**config.mk**
```make
export PLATFORM = sky130hd
export DESIGN_NAME = ccseq_top
export DESIGN_NICKNAME = d
export VERILOG_FILES = /design/src/logic/ccseq_top.v
export VERILOG_INCLUDE_DIRS = /design/src /design/src/logic
export SDC_FILE = /design/constraint.sdc
export NUM_CORES = 1
export LEC_CHECK = 0
export BUFFER_PORTS_ARGS = -buffer_cell sky130_fd_sc_hd__buf_2
export CAP_MARGIN = 20
export CORE_MARGIN = 3
export CORE_UTILIZATION = 45
export DETAILED_ROUTE_END_ITERATION = 16
export PLACE_DENSITY_LB_ADDON = 0.12
export SLEW_MARGIN = 25
export SYNTH_ARGS = -nofsm -noshare
export SYNTH_HDL_FRONTEND = slang
export SYNTH_SLANG_ARGS = --single-unit
```
**constraint.sdc**
```tcl
create_clock -name CLOCK -period 4.9 [get_ports CLOCK]
set_input_delay 0.98 -clock CLOCK [delete_from_list [all_inputs] [get_ports CLOCK]]
set_output_delay 0.98 -clock CLOCK [all_outputs]
set_load 0.02 [all_outputs]
```
**src/logic/ccseq_defines.vh**
```
// Purpose: Constants for the channel configuration and cascade sequencer.
// Assumes: Included by bare name from the design file.
// Notes:   Field positions address the 16-bit channel configuration word.
`ifndef CCSEQ_DEFINES_VH
`define CCSEQ_DEFINES_VH
`define CCSEQ_CFG_WRITE_MASK   16'h7cff
`define CCSEQ_CFG_RESET        16'h0000
`define CCSEQ_BIT_CASCADE      14
`define CCSEQ_SEL_HI           13
`define CCSEQ_SEL_LO           12
`define CCSEQ_BIT_FAST_OFF     11
`define CCSEQ_BIT_SUP_RES      10
`define CCSEQ_BIT_CONT_TRIM    7
`define CCSEQ_BIT_RETRIM_WARN  6
`define CCSEQ_DAC_HI           5
`define CCSEQ_DAC_LO           4
`define CCSEQ_BIT_WPU          3
`define CCSEQ_BIT_WPD          2
`define CCSEQ_BIT_GAIN         1
`define CCSEQ_BIT_POL          0
`define CCSEQ_DAC_SERVO        2'h0
`define CCSEQ_DAC_OPEN         2'h1
`define CCSEQ_DAC_DIRECT       2'h2
`define CCSEQ_DAC_SOFT_WRITE   2'h3
`define CCSEQ_ST_OFF           2'h0
`define CCSEQ_ST_ON            2'h1
`define CCSEQ_ST_FAULTED       2'h2
`endif

```
**src/logic/ccseq_top.v**
```verilog
// Purpose: Per-channel configuration word and cascade sequence-on control.
// Assumes: Inputs are synchronous to CLOCK; page and write strobes come from the serial front end.
// Notes:   Analog drivers are represented by select and enable outputs.
// How it works
// - Bit 15 and bits 9:8 ignore writes and read zero.
// - Cascade bit makes selected run input a sequence-on input only.
// - Bits 13:12 pick one of four run inputs.
// - Bit 11 set disables fast servo during trim or margin.
// - Bit 10 selects 4 mV or 8 mV supervisor step.
// - Continuous trim keeps servoing, only with DAC usage 00.
// - Retrim on warning, only with usage 00 and continuous clear.
// - Bits 5:4 pick DAC usage after channel on and rise elapsed.
// - Bit 3 selects weak pull-up or three-state while on.
// - Bit 2 selects weak pull-down for soft stops; faults use fast.
// - Bit 1 selects trim buffer gain.
// - Bit 0 selects trim polarity.
// - Slave start waits until its run input is high.
// - Cascade slaves still retry after faults with run input low.
// - Off then on command clears faulted-off state in cascade.
// - Broadcast shutdown raises alert and fault line event flags.
`include "ccseq_defines.vh"
`default_nettype none

module ccseq_top #(
    parameter NCH = 4
) (
    input  wire        CLOCK,
    input  wire        NRST,
    input  wire [1:0]  PAGE,
    input  wire        CFG_WR,
    input  wire [15:0] CFG_WDATA,
    output reg  [15:0] CFG_RDATA,
    input  wire [3:0]  RUN_INPUT,
    input  wire [3:0]  OP_ON,
    input  wire [3:0]  RISE_DONE,
    input  wire [3:0]  FAULT_OFF,
    input  wire [3:0]  RETRY_REQ,
    input  wire [3:0]  FAULT_LINE_RESPONSE_ENABLE,
    input  wire        SHARED_FAULT_LINE_ZERO_N,
    input  wire [3:0]  EVENT_CLEAR,
    output reg  [3:0]  FAULT_LINE_INPUT_EVENT,
    output reg         HOST_ALERT_OUTPUT_N,
    output reg  [3:0]  CHANNEL_ON,
    output reg  [3:0]  EN_PULLUP_OE,
    output reg  [3:0]  EN_WEAK_PULLUP,
    output reg  [3:0]  EN_PULLDOWN_OE,
    output reg  [3:0]  EN_WEAK_PULLDOWN,
    output reg  [3:0]  FAST_SERVO_EN,
    output reg  [3:0]  SUPERVISOR_COARSE,
    output reg  [3:0]  SERVO_CONTINUOUS,
    output reg  [3:0]  RETRIM_ON_WARN,
    output reg  [3:0]  DAC_CONNECT,
    output reg  [3:0]  DAC_SOFT_CONNECT,
    output reg  [3:0]  DAC_WRITE_ALLOWED,
    output reg  [3:0]  SERVO_ACTIVE,
    output reg  [3:0]  TRIM_GAIN_HIGH,
    output reg  [3:0]  TRIM_NONINVERT
);

    //--------------------------------------------------------------
    // Reset release
    //--------------------------------------------------------------
    // Two stages keep the release clean of metastability.
    // Reset is asserted at once but released only on a clock edge. That
    // way every register below leaves reset in the same cycle.
    // The cost is two cycles of latency after the pin is released, so the
    // first register access must wait for the third edge.
    reg [1:0] rst_sync_r;
    wire      rst_n;

    always @(posedge CLOCK or negedge NRST) begin
        if (!NRST) begin
            rst_sync_r <= 2'h0;
        end else begin
            rst_sync_r <= {rst_sync_r[0], 1'h1};
        end
    end

    assign rst_n = rst_sync_r[1];

    //--------------------------------------------------------------
    // Configuration storage
    //--------------------------------------------------------------
    reg [15:0] cfg_r    [0:NCH-1];
    reg [1:0]  state_r  [0:NCH-1];
    reg [NCH-1:0] op_prev_r;
    reg [NCH-1:0] soft_stop_r;
    reg        line_prev_r;
    wire       line_fall;
    integer    i;
    integer    j;
    integer    k;
    integer    n;

    // The fault line is active low and is shared by several devices.
    // Only its falling edge counts as a broadcast, so a line held low
    // does not keep forcing channels that the host has restarted.
    // The previous level resets high, which is the line's idle level,
    // so no false edge follows reset.
    assign line_fall = line_prev_r & ~SHARED_FAULT_LINE_ZERO_N;

    always @(posedge CLOCK or negedge rst_n) begin
        if (!rst_n) begin
            for (j = 0; j < NCH; j = j + 1) begin
                cfg_r[j] <= `CCSEQ_CFG_RESET;
            end
        end else if (CFG_WR) begin
            cfg_r[PAGE] <= CFG_WDATA & `CCSEQ_CFG_WRITE_MASK;
        end
    end

    // Read data comes from a flip-flop; reserved bits always read zero.
    always @(posedge CLOCK or negedge rst_n) begin
        if (!rst_n) begin
            CFG_RDATA <= 16'h0000;
        end else begin
            CFG_RDATA <= cfg_r[PAGE] & `CCSEQ_CFG_WRITE_MASK;
        end
    end

    //--------------------------------------------------------------
    // Channel sequencing
    //--------------------------------------------------------------
    // Each channel is off, on, or latched faulted off. In cascade mode the
    // command level edge lets the host clear a latched fault with an off-then-on pair.
    // A fault always wins over a soft stop in the same cycle, because the
    // fast pull-down must be used whenever a fault caused the shutdown.
    // In cascade mode the run input only starts a channel; stopping is
    // left to commands and the fault line, since power good cannot order it.
    always @(posedge CLOCK or negedge rst_n) begin
        if (!rst_n) begin
            for (n = 0; n < NCH; n = n + 1) begin
                state_r[n] <= `CCSEQ_ST_OFF;
            end
            op_prev_r   <= {NCH{1'b0}};
            soft_stop_r <= {NCH{1'b0}};
            line_prev_r <= 1'b1;
        end else begin
            op_prev_r   <= OP_ON;
            line_prev_r <= SHARED_FAULT_LINE_ZERO_N;
            for (n = 0; n < NCH; n = n + 1) begin
                case (state_r[n])
                    `CCSEQ_ST_OFF: begin
                        if (OP_ON[n] && RUN_INPUT[cfg_r[n][`CCSEQ_SEL_HI:`CCSEQ_SEL_LO]]) begin
                            state_r[n] <= `CCSEQ_ST_ON;
                        end
                    end
                    `CCSEQ_ST_ON: begin
                        // A fault or a broadcast shutdown latches the channel off.
                        if (FAULT_OFF[n] ||
                            (line_fall && FAULT_LINE_RESPONSE_ENABLE[n])) begin
                            state_r[n]     <= `CCSEQ_ST_FAULTED;
                            soft_stop_r[n] <= 1'b0;
                        end else if (!OP_ON[n]) begin
                            state_r[n]     <= `CCSEQ_ST_OFF;
                            soft_stop_r[n] <= 1'b1;
                        end else if (!cfg_r[n][`CCSEQ_BIT_CASCADE] &&
                                     !RUN_INPUT[cfg_r[n][`CCSEQ_SEL_HI:`CCSEQ_SEL_LO]]) begin
                            // Without cascade the run input also stops the channel.
                            state_r[n]     <= `CCSEQ_ST_OFF;
                            soft_stop_r[n] <= 1'b1;
                        end
                    end
                    `CCSEQ_ST_FAULTED: begin
                        // off-on clears fault
                        // A slave whose master is down would never restart if
                        // its retry waited on the run input, hence the bypass.
                        if (OP_ON[n] && !op_prev_r[n] && cfg_r[n][`CCSEQ_BIT_CASCADE]) begin
                            state_r[n] <= `CCSEQ_ST_ON;
                        end else if (RETRY_REQ[n] && OP_ON[n] &&
                                     (cfg_r[n][`CCSEQ_BIT_CASCADE] ||
                                      RUN_INPUT[cfg_r[n][`CCSEQ_SEL_HI:`CCSEQ_SEL_LO]])) begin
                            state_r[n] <= `CCSEQ_ST_ON;
                        end
                    end
                    default: begin
                        // An unused code returns to off rather than hang.
                        state_r[n] <= `CCSEQ_ST_OFF;
                    end
                endcase
            end
        end
    end

    //--------------------------------------------------------------
    // Fault line event flags and alert
    //--------------------------------------------------------------
    // event flags and alert
    // A set in the same cycle as a clear wins, so no shutdown is lost.
    always @(posedge CLOCK or negedge rst_n) begin
        if (!rst_n) begin
            FAULT_LINE_INPUT_EVENT <= 4'h0;
            HOST_ALERT_OUTPUT_N    <= 1'b1;
        end else begin
            for (k = 0; k < NCH; k = k + 1) begin
                if (line_fall && FAULT_LINE_RESPONSE_ENABLE[k]) begin
                    FAULT_LINE_INPUT_EVENT[k] <= 1'b1;
                end else if (EVENT_CLEAR[k]) begin
                    FAULT_LINE_INPUT_EVENT[k] <= 1'b0;
                end
            end
            // The alert is worked out from the next flag values, so it
            // falls with the flags and rises in the cycle they clear.
            // Only channels that respond to the line raise the alert.
            HOST_ALERT_OUTPUT_N <= ~(|(FAULT_LINE_INPUT_EVENT & ~EVENT_CLEAR) |
                                     (line_fall & |FAULT_LINE_RESPONSE_ENABLE));
        end
    end

    //--------------------------------------------------------------
    // Per-channel drive and trim controls
    // Every control is registered so that the analog side never sees a
    // glitch from the decode. The price is one cycle of delay after a
    // state change or a write.
    // The DAC controls are cleared whenever the channel is off or still
    // rising, so a mode change takes effect only once the output is up.
    // A limitation: the DAC value itself lives outside this block.
    //--------------------------------------------------------------
    always @(posedge CLOCK or negedge rst_n) begin
        if (!rst_n) begin
            CHANNEL_ON        <= 4'h0;
            EN_PULLUP_OE      <= 4'h0;
            EN_WEAK_PULLUP    <= 4'h0;
            EN_PULLDOWN_OE    <= 4'h0;
            EN_WEAK_PULLDOWN  <= 4'h0;
            FAST_SERVO_EN     <= 4'h0;
            SUPERVISOR_COARSE <= 4'h0;
            SERVO_CONTINUOUS  <= 4'h0;
            RETRIM_ON_WARN    <= 4'h0;
            DAC_CONNECT       <= 4'h0;
            DAC_SOFT_CONNECT  <= 4'h0;
            DAC_WRITE_ALLOWED <= 4'h0;
            SERVO_ACTIVE      <= 4'h0;
            TRIM_GAIN_HIGH    <= 4'h0;
            TRIM_NONINVERT    <= 4'h0;
        end else begin
            for (i = 0; i < NCH; i = i + 1) begin
                CHANNEL_ON[i] <= (state_r[i] == `CCSEQ_ST_ON);
                EN_PULLUP_OE[i]   <= (state_r[i] == `CCSEQ_ST_ON) && cfg_r[i][`CCSEQ_BIT_WPU];
                EN_WEAK_PULLUP[i] <= cfg_r[i][`CCSEQ_BIT_WPU];
                EN_PULLDOWN_OE[i]   <= (state_r[i] != `CCSEQ_ST_ON);
                EN_WEAK_PULLDOWN[i] <= (state_r[i] == `CCSEQ_ST_OFF) && soft_stop_r[i] &&
                                       cfg_r[i][`CCSEQ_BIT_WPD];
                FAST_SERVO_EN[i] <= ~cfg_r[i][`CCSEQ_BIT_FAST_OFF];
                SUPERVISOR_COARSE[i] <= cfg_r[i][`CCSEQ_BIT_SUP_RES];
                SERVO_CONTINUOUS[i] <= cfg_r[i][`CCSEQ_BIT_CONT_TRIM] &&
                                       (cfg_r[i][`CCSEQ_DAC_HI:`CCSEQ_DAC_LO] == `CCSEQ_DAC_SERVO);
                RETRIM_ON_WARN[i] <= cfg_r[i][`CCSEQ_BIT_RETRIM_WARN] && !cfg_r[i][`CCSEQ_BIT_CONT_TRIM] &&
                                     (cfg_r[i][`CCSEQ_DAC_HI:`CCSEQ_DAC_LO] == `CCSEQ_DAC_SERVO);
                // DAC usage after rise
                // The direct mode uses whatever DAC value the host last wrote.
                if ((state_r[i] == `CCSEQ_ST_ON) && RISE_DONE[i]) begin
                    DAC_CONNECT[i] <= (cfg_r[i][`CCSEQ_DAC_HI:`CCSEQ_DAC_LO] != `CCSEQ_DAC_OPEN);
                    DAC_SOFT_CONNECT[i] <= (cfg_r[i][`CCSEQ_DAC_HI:`CCSEQ_DAC_LO] == `CCSEQ_DAC_SERVO) ||
                                           (cfg_r[i][`CCSEQ_DAC_HI:`CCSEQ_DAC_LO] == `CCSEQ_DAC_SOFT_WRITE);
                    DAC_WRITE_ALLOWED[i] <= (cfg_r[i][`CCSEQ_DAC_HI:`CCSEQ_DAC_LO] == `CCSEQ_DAC_SOFT_WRITE) ||
                                            (cfg_r[i][`CCSEQ_DAC_HI:`CCSEQ_DAC_LO] == `CCSEQ_DAC_DIRECT);
                    SERVO_ACTIVE[i] <= (cfg_r[i][`CCSEQ_DAC_HI:`CCSEQ_DAC_LO] == `CCSEQ_DAC_SERVO);
                end else begin
                    DAC_CONNECT[i]       <= 1'b0;
                    DAC_SOFT_CONNECT[i]  <= 1'b0;
                    DAC_WRITE_ALLOWED[i] <= 1'b0;
                    SERVO_ACTIVE[i]      <= 1'b0;
                end
                TRIM_GAIN_HIGH[i] <= cfg_r[i][`CCSEQ_BIT_GAIN];
                TRIM_NONINVERT[i] <= cfg_r[i][`CCSEQ_BIT_POL];
            end
        end
    end

endmodule

`default_nettype wire

```
Yosys cells after proc, flatten, opt, wreduce, memory -nomap -nowiden
Index checks and enable logic that the tools add are counted.
{"block": "totals", "regBits": 161, "wordCells": 283}
{"block": "classes", "magnitude_cmp": 6, "n_eq_ne": 40, "muxes": 78, "bitwise_logic": 12, "reduce_logical": 111}
{"operator": "$bwmux W64", "n": 1}
{"operator": "$logic_and A1 B1 Y1", "n": 57}
{"operator": "$mux W2", "n": 24}
{"operator": "$mux W1", "n": 40}
{"operator": "$bmux W16 S2", "n": 1}
{"operator": "$demux W16 S2", "n": 1}
{"operator": "$mux W15", "n": 2}
{"operator": "$eq A2 B2 Y1 const B", "n": 12}
{"operator": "$pmux W2 S3", "n": 4}
{"operator": "$logic_not A1 Y1", "n": 16}
{"operator": "$logic_not A2 Y1", "n": 8}
{"operator": "$logic_or A1 B1 Y1", "n": 16}
{"operator": "$mux W16", "n": 1}
{"operator": "$ne A2 B1 Y1 const B", "n": 8}
{"operator": "$ne A4 B4 Y1 const B", "n": 4}
{"operator": "$lt A2 B3 Y1 const B", "n": 4}
{"operator": "$ne A3 B1 Y1 const B", "n": 4}
{"operator": "$ne A3 B3 Y1 const B", "n": 4}
{"operator": "$reduce_and A3 Y1", "n": 4}
{"operator": "$bmux W1 S2", "n": 4}
{"operator": "$eq A2 B1 Y1 const B", "n": 4}
{"operator": "$ne A2 B2 Y1 const B", "n": 4}
{"operator": "$reduce_and A2 Y1", "n": 4}
{"operator": "$reduce_bool A2 Y1", "n": 4}
{"operator": "other kinds (9)", "n": 16}

Depth between registers and ports, before layout
{"block": "depth", "word_depth": 8, "mapped_depth": 5}

Least setup slack after synthesis
OpenSTA, ideal clock, no wires.
{"block": "synth_path", "kind": "input to register", "from": "input PAGE[0]", "to": "register cfg_r[51] (netlist name)", "t_arrival_ns": 2.118, "required_ns": 4.775, "slack_ns": 2.658, "cell_stages": 4, "cell_sequence": "buf_2 nor3b_2 buf_2 mux2_2"}
{"block": "synth_between", "elab_chain_len": 6, "word_cells_on_any_way": 7, "classes_between": "2 x order compare; 3 x mux; 1 x bitwise; 1 x reduce/logical"}
{"element": "start: declaration", "line": "ccseq_top.v:29", "source": "input wire [1:0] PAGE,"}
{"element": "$not A2 Y3 *"}
{"element": "$ge A3 B3 Y1 or $lt A3 B1 Y1 (tied branches)"}
{"element": "$logic_and A1 B1 Y1 (no source line)"}
{"element": "$mux W16 (no source line)"}
{"element": "$demux W16 S2 (no source line) *"}
{"element": "$bwmux W64 (no source line) *"}
{"element": "end signal: indexed assignment", "line": "ccseq_top.v:105", "source": "cfg_r[j] <= `CCSEQ_CFG_RESET;"}
{"element": "end signal: indexed assignment", "line": "ccseq_top.v:108", "source": "cfg_r[PAGE] <= CFG_WDATA & `CCSEQ_CFG_WRITE_MASK;"}
{"element": "end: declaration", "line": "ccseq_top.v:84", "source": "reg [15:0] cfg_r [0:NCH-1];"}
Every way passes the cells marked *; elsewhere a longest branch is shown, timed or not.
A chain may end at the register's enable or synchronous reset.

Final worst setup path
{"block": "layout_path", "from": "input PAGE[0]", "to": "register cfg_r[11] (netlist name)"}
The elaborated chain is that of the path after synthesis.

==> impl_metrics.py <==
metrics = {
    "cells_and_area": {
        "antenna_cells": 0,
        "syn_to_final_growth_pct": 23.9,
        "reg_top3": "cfg_r (52), CFG_RDATA (13), state_r (8)",
        "drive_above_1_share": 0.413,
        "nNetsFinal": 604,
        "largest_reg_flops": 52,
        "regMostFlops": "cfg_r",
    },
    "routing": {
        "drc_errors": 0,
        "viasPerCell": 4.88,
        "drtPass1Iterations": 4,
        "drt_iter0_markers": 194,
        "routed_wl_um": 11900,
        "antenna_left": 0,
        "via_count": 3504,
        "wl_per_cell_um": 16.5,
    },
    "logic_synthesis": {
        "yosys_warnings": 0,
        "synth-xor-area-share": 0,
        "netlist_area_sq_um": 5740,
        "synth_top_family_by_area": "multiplexers",
        "synthCells": 402,
        "synth.avg_cell_area_sq_um": 14.3,
        "ys_seq_area_frac": 0.650,
        "ys_types": 39,
        "synth_mux_area_frac": 0.163,
        "ys_ff_latch": 149,
        "synth_simple_gate_area_frac": 0.0806,
        "synth_compound_area_frac": 0.0429,
        "synthAdderAreaFrac": 0.0349,
    },
    "floorplan": {
        "core_area_sq_um": 12300,
        "die_y_um": 119,
        "num_rows": 40,
        "io_pins": 131,
        "start_util": 0.468,
        "dieArea_sq_um": 14100,
        "chipWidth_um": 119,
    },
    "critical_path": {
        "crit_type": "in2reg",
        "worstSetupPathDepth": 3,
        "cp_cell_sequence": "buf_2, nand3_1, mux2_2",
        "cp_max_fo": 17,
        "reg2reg_from": "line_prev_r$_DFF_PN1_",
        "r2r-end": "state_r[2]$_DFFE_PN0P_",
        "r2r_slack_ps": 3160,
        "r2r_cells": 4,
        "slowest_delay_ps": 760,
        "required_ps": 5190,
        "cp.arrival_ps": 2730,
        "critPathTopFamily": "simple AND/OR/NAND/NOR gates",
        "cp_slowest_cell": "nand3_1",
        "critPathCaptureType": "flop",
        "startpoint_type": "primary input",
        "cp_num_buf_inv": 1,
    },
    "global_routing": {
        "first_global_vias": 3733,
        "grt_pass1_wl_um": 19700,
        "use_met3": 0.0579,
        "grt-busiest-layer": "met2",
        "grt_overflow": 0,
        "gr-usage-met2": 0.286,
        "grt_max_degree": 60,
        "antenna_found_initial": 0,
        "use_met1": 0.242,
        "grt_usage": 0.182,
    },
    "place": {
        "gp_congestion": 0.855,
        "dp_hpwl_um": 8260,
        "port_buffers": 124,
        "dpl_worst_slack_ps": 2020,
    },
    "clocking": {
        "cts_tree": "done",
        "path_clk_slew_ps": 60,
        "clkLatencyLatePin_ps": 410,
        "cts_buffer_depth": 2,
        "post_cts_buffers": 0,
        "clock-sinks": 149,
        "htreeDepth": 4,
        "cts_made_buffers": 17,
        "cts_root_buffer": "clkbuf_16",
        "ctsHoldBuffers": 0,
        "cts_resized": 0,
    },
    "power": {
        "p_per_area_nw_per_um2": 512,
        "ir_worst_vdd_mv": 0.296,
        "p_leak_nw": 3.54,
    },
    "worst_hold_path": {
        "hp-class": "reg2async",
    },
    "timing": {
        "grt_setup_unrepaired": "no",
        "finalWorstSetupSlack_ps": 2460,
        "drv_slew": 0,
        "max_freq_mhz": 410,
        "tightest_slew_ps": 878,
        "final.period_utilization": 0.497,
        "skew_ps": 5.03,
        "tns_ps": 0,
        "period_needed_ps": 2440,
        "slew_headroom": 0.413,
        "hold_viol": 0,
        "finalSetupViolations": 0,
    },
    "job": {
        "drv_cap": 0,
    },
    "outcome": {
        "status": "finished clean",
    },
}
-- Yosys cell counts --
cell type / instances / area [sq um]
buf_2: 6 / 30.0
nand2b_1: 3 / 18.8
nor2_1: 33 / 124
clkbuf_1: 3 / 11.3
nand4b_1: 1 / 8.76
conb_1: 2 / 7.51
mux4_1: 1 / 26.3
a21oi_1: 9 / 45.0
a31o_2: 2 / 17.5
or4_1: 1 / 7.51
o211a_1: 2 / 20.0
o21ai_0: 12 / 60.1
nand3b_1: 2 / 15.0
mux2_2: 49 / 552
mux4_2: 16 / 360
nand3_1: 3 / 15.0
ha_1: 16 / 200
o211ai_1: 2 / 15.0
a21boi_0: 3 / 22.5
dfstp_2: 2 / 52.6
nand4_1: 1 / 6.26
dfrtp_1: 147 / 3680
nor4bb_1: 3 / 30.0
nand2_1: 26 / 97.6
and2_4: 1 / 8.76
buf_4: 3 / 22.5
o22ai_1: 3 / 18.8
inv_1: 24 / 90.1
and3b_1: 1 / 8.76
o31ai_1: 1 / 7.51
nor3_1: 2 / 10.0
nor2b_1: 4 / 25.0
o21bai_1: 1 / 7.51
nor3b_2: 1 / 12.5
and3_1: 4 / 25.0
and2_1: 8 / 50.1
a221o_1: 1 / 10.0
o21a_1: 1 / 7.51
a21o_1: 2 / 15.0
-- area by class of cell --
class	count	area, sq um
clock inverters	2	10.0
repair buffers	127	643
fillers	968	5150
multi-input cells	219	1860
inverters	24	90.1
well taps	168	210
flip-flops and latches	149	3730
clock buffers	29	561
-- worst max path at each step --
| stage | slack [ps] | startpoint | to |
|---|---|---|---|
| 2_1_floorplan | 440 | rst_sync_r[1]$_DFF_PN0_ | CFG_RDATA[0]$_DFF_PN0_ |
| 4_1_cts | 2460 | PAGE[0] | cfg_r[11]$_DFFE_PN0P_ |
| 5_1_grt | 2320 | PAGE[0] | cfg_r[14]$_DFFE_PN0P_ |
| 3_3_place_gp | 2040 | PAGE[0] | cfg_r[14]$_DFFE_PN0P_ |
| 3_5_place_dp | 2020 | PAGE[0] | cfg_r[12]$_DFFE_PN0P_ |
| 6_report | 2460 | PAGE[0] | cfg_r[11]$_DFFE_PN0P_ |
-- worst register-to-register path, delay by kind of cell (launching register included) --
kind             cells  cell delay, ps
AND/OR/NAND/NOR      1             410
AO/OA/AOI/OAI        3             700
flip-flops           1             520
-- layer usage --
| layer | up-vias | share of wire |
|---|---|---|
| met4 | 0 | 0.014 |
| met5 | - | 0 |
| met2 | 87 | 0.49 |
| li1 | 1650 | - |
| met3 | 18 | 0.047 |
| met1 | 1749 | 0.45 |
-- cells by family after synthesis --
kind of cell    after synthesis
flops                       149
simple gates                 94
mux                          66
compound gates               39
buf+inv                      36
fa+ha+maj                    16
other cells                   2
-- through the flow --
| stage | cell area (sq um) | power (mW) | hold slack [ps] | util | instances |
|---|---|---|---|---|---|
| 2_1_floorplan | 5750 | 2.16 | 331 | - | 404 |
| 3_3_place_gp | 6540 | 2.43 | 321 | 0.533 | 687 |
| 3_5_place_dp | 6540 | 2.45 | 333 | 0.533 | 687 |
| 4_1_cts | 7110 | 3.69 | 321 | 0.580 | 718 |
| 5_1_grt | 7110 | 3.85 | 318 | 0.580 | 718 |
| 6_report | 7110 | 3.64 | 319 | 0.580 | 718 |
-- power by group --
group	switching [mW]	total [mW]	internal (mW)
registers	0.167	1.66	1.50
clock network	0.453	1.22	0.765
logic	0.442	0.762	0.319
-- cell usage in the layout, fill, tap and decap left out, types with 3 or more instances in the layout --
master	synthesis	layout
a21boi_0	3	3
a21oi_1	9	9
and2_1	8	8
and3_1	4	4
buf_2	6	124
buf_4	3	3
clkbuf_1	3	3
clkbuf_16	0	17
clkbuf_8	0	9
conb_1	2	4
dfrtp_1	147	146
ha_1	16	16
inv_1	24	24
mux2_2	49	49
mux4_2	16	16
nand2_1	26	26
nand2b_1	3	3
nand3_1	3	3
nor2_1	33	33
nor2b_1	4	4
nor4bb_1	3	3
o21ai_0	12	12
o22ai_1	3	3
Power figures use the tool's default switching activity.
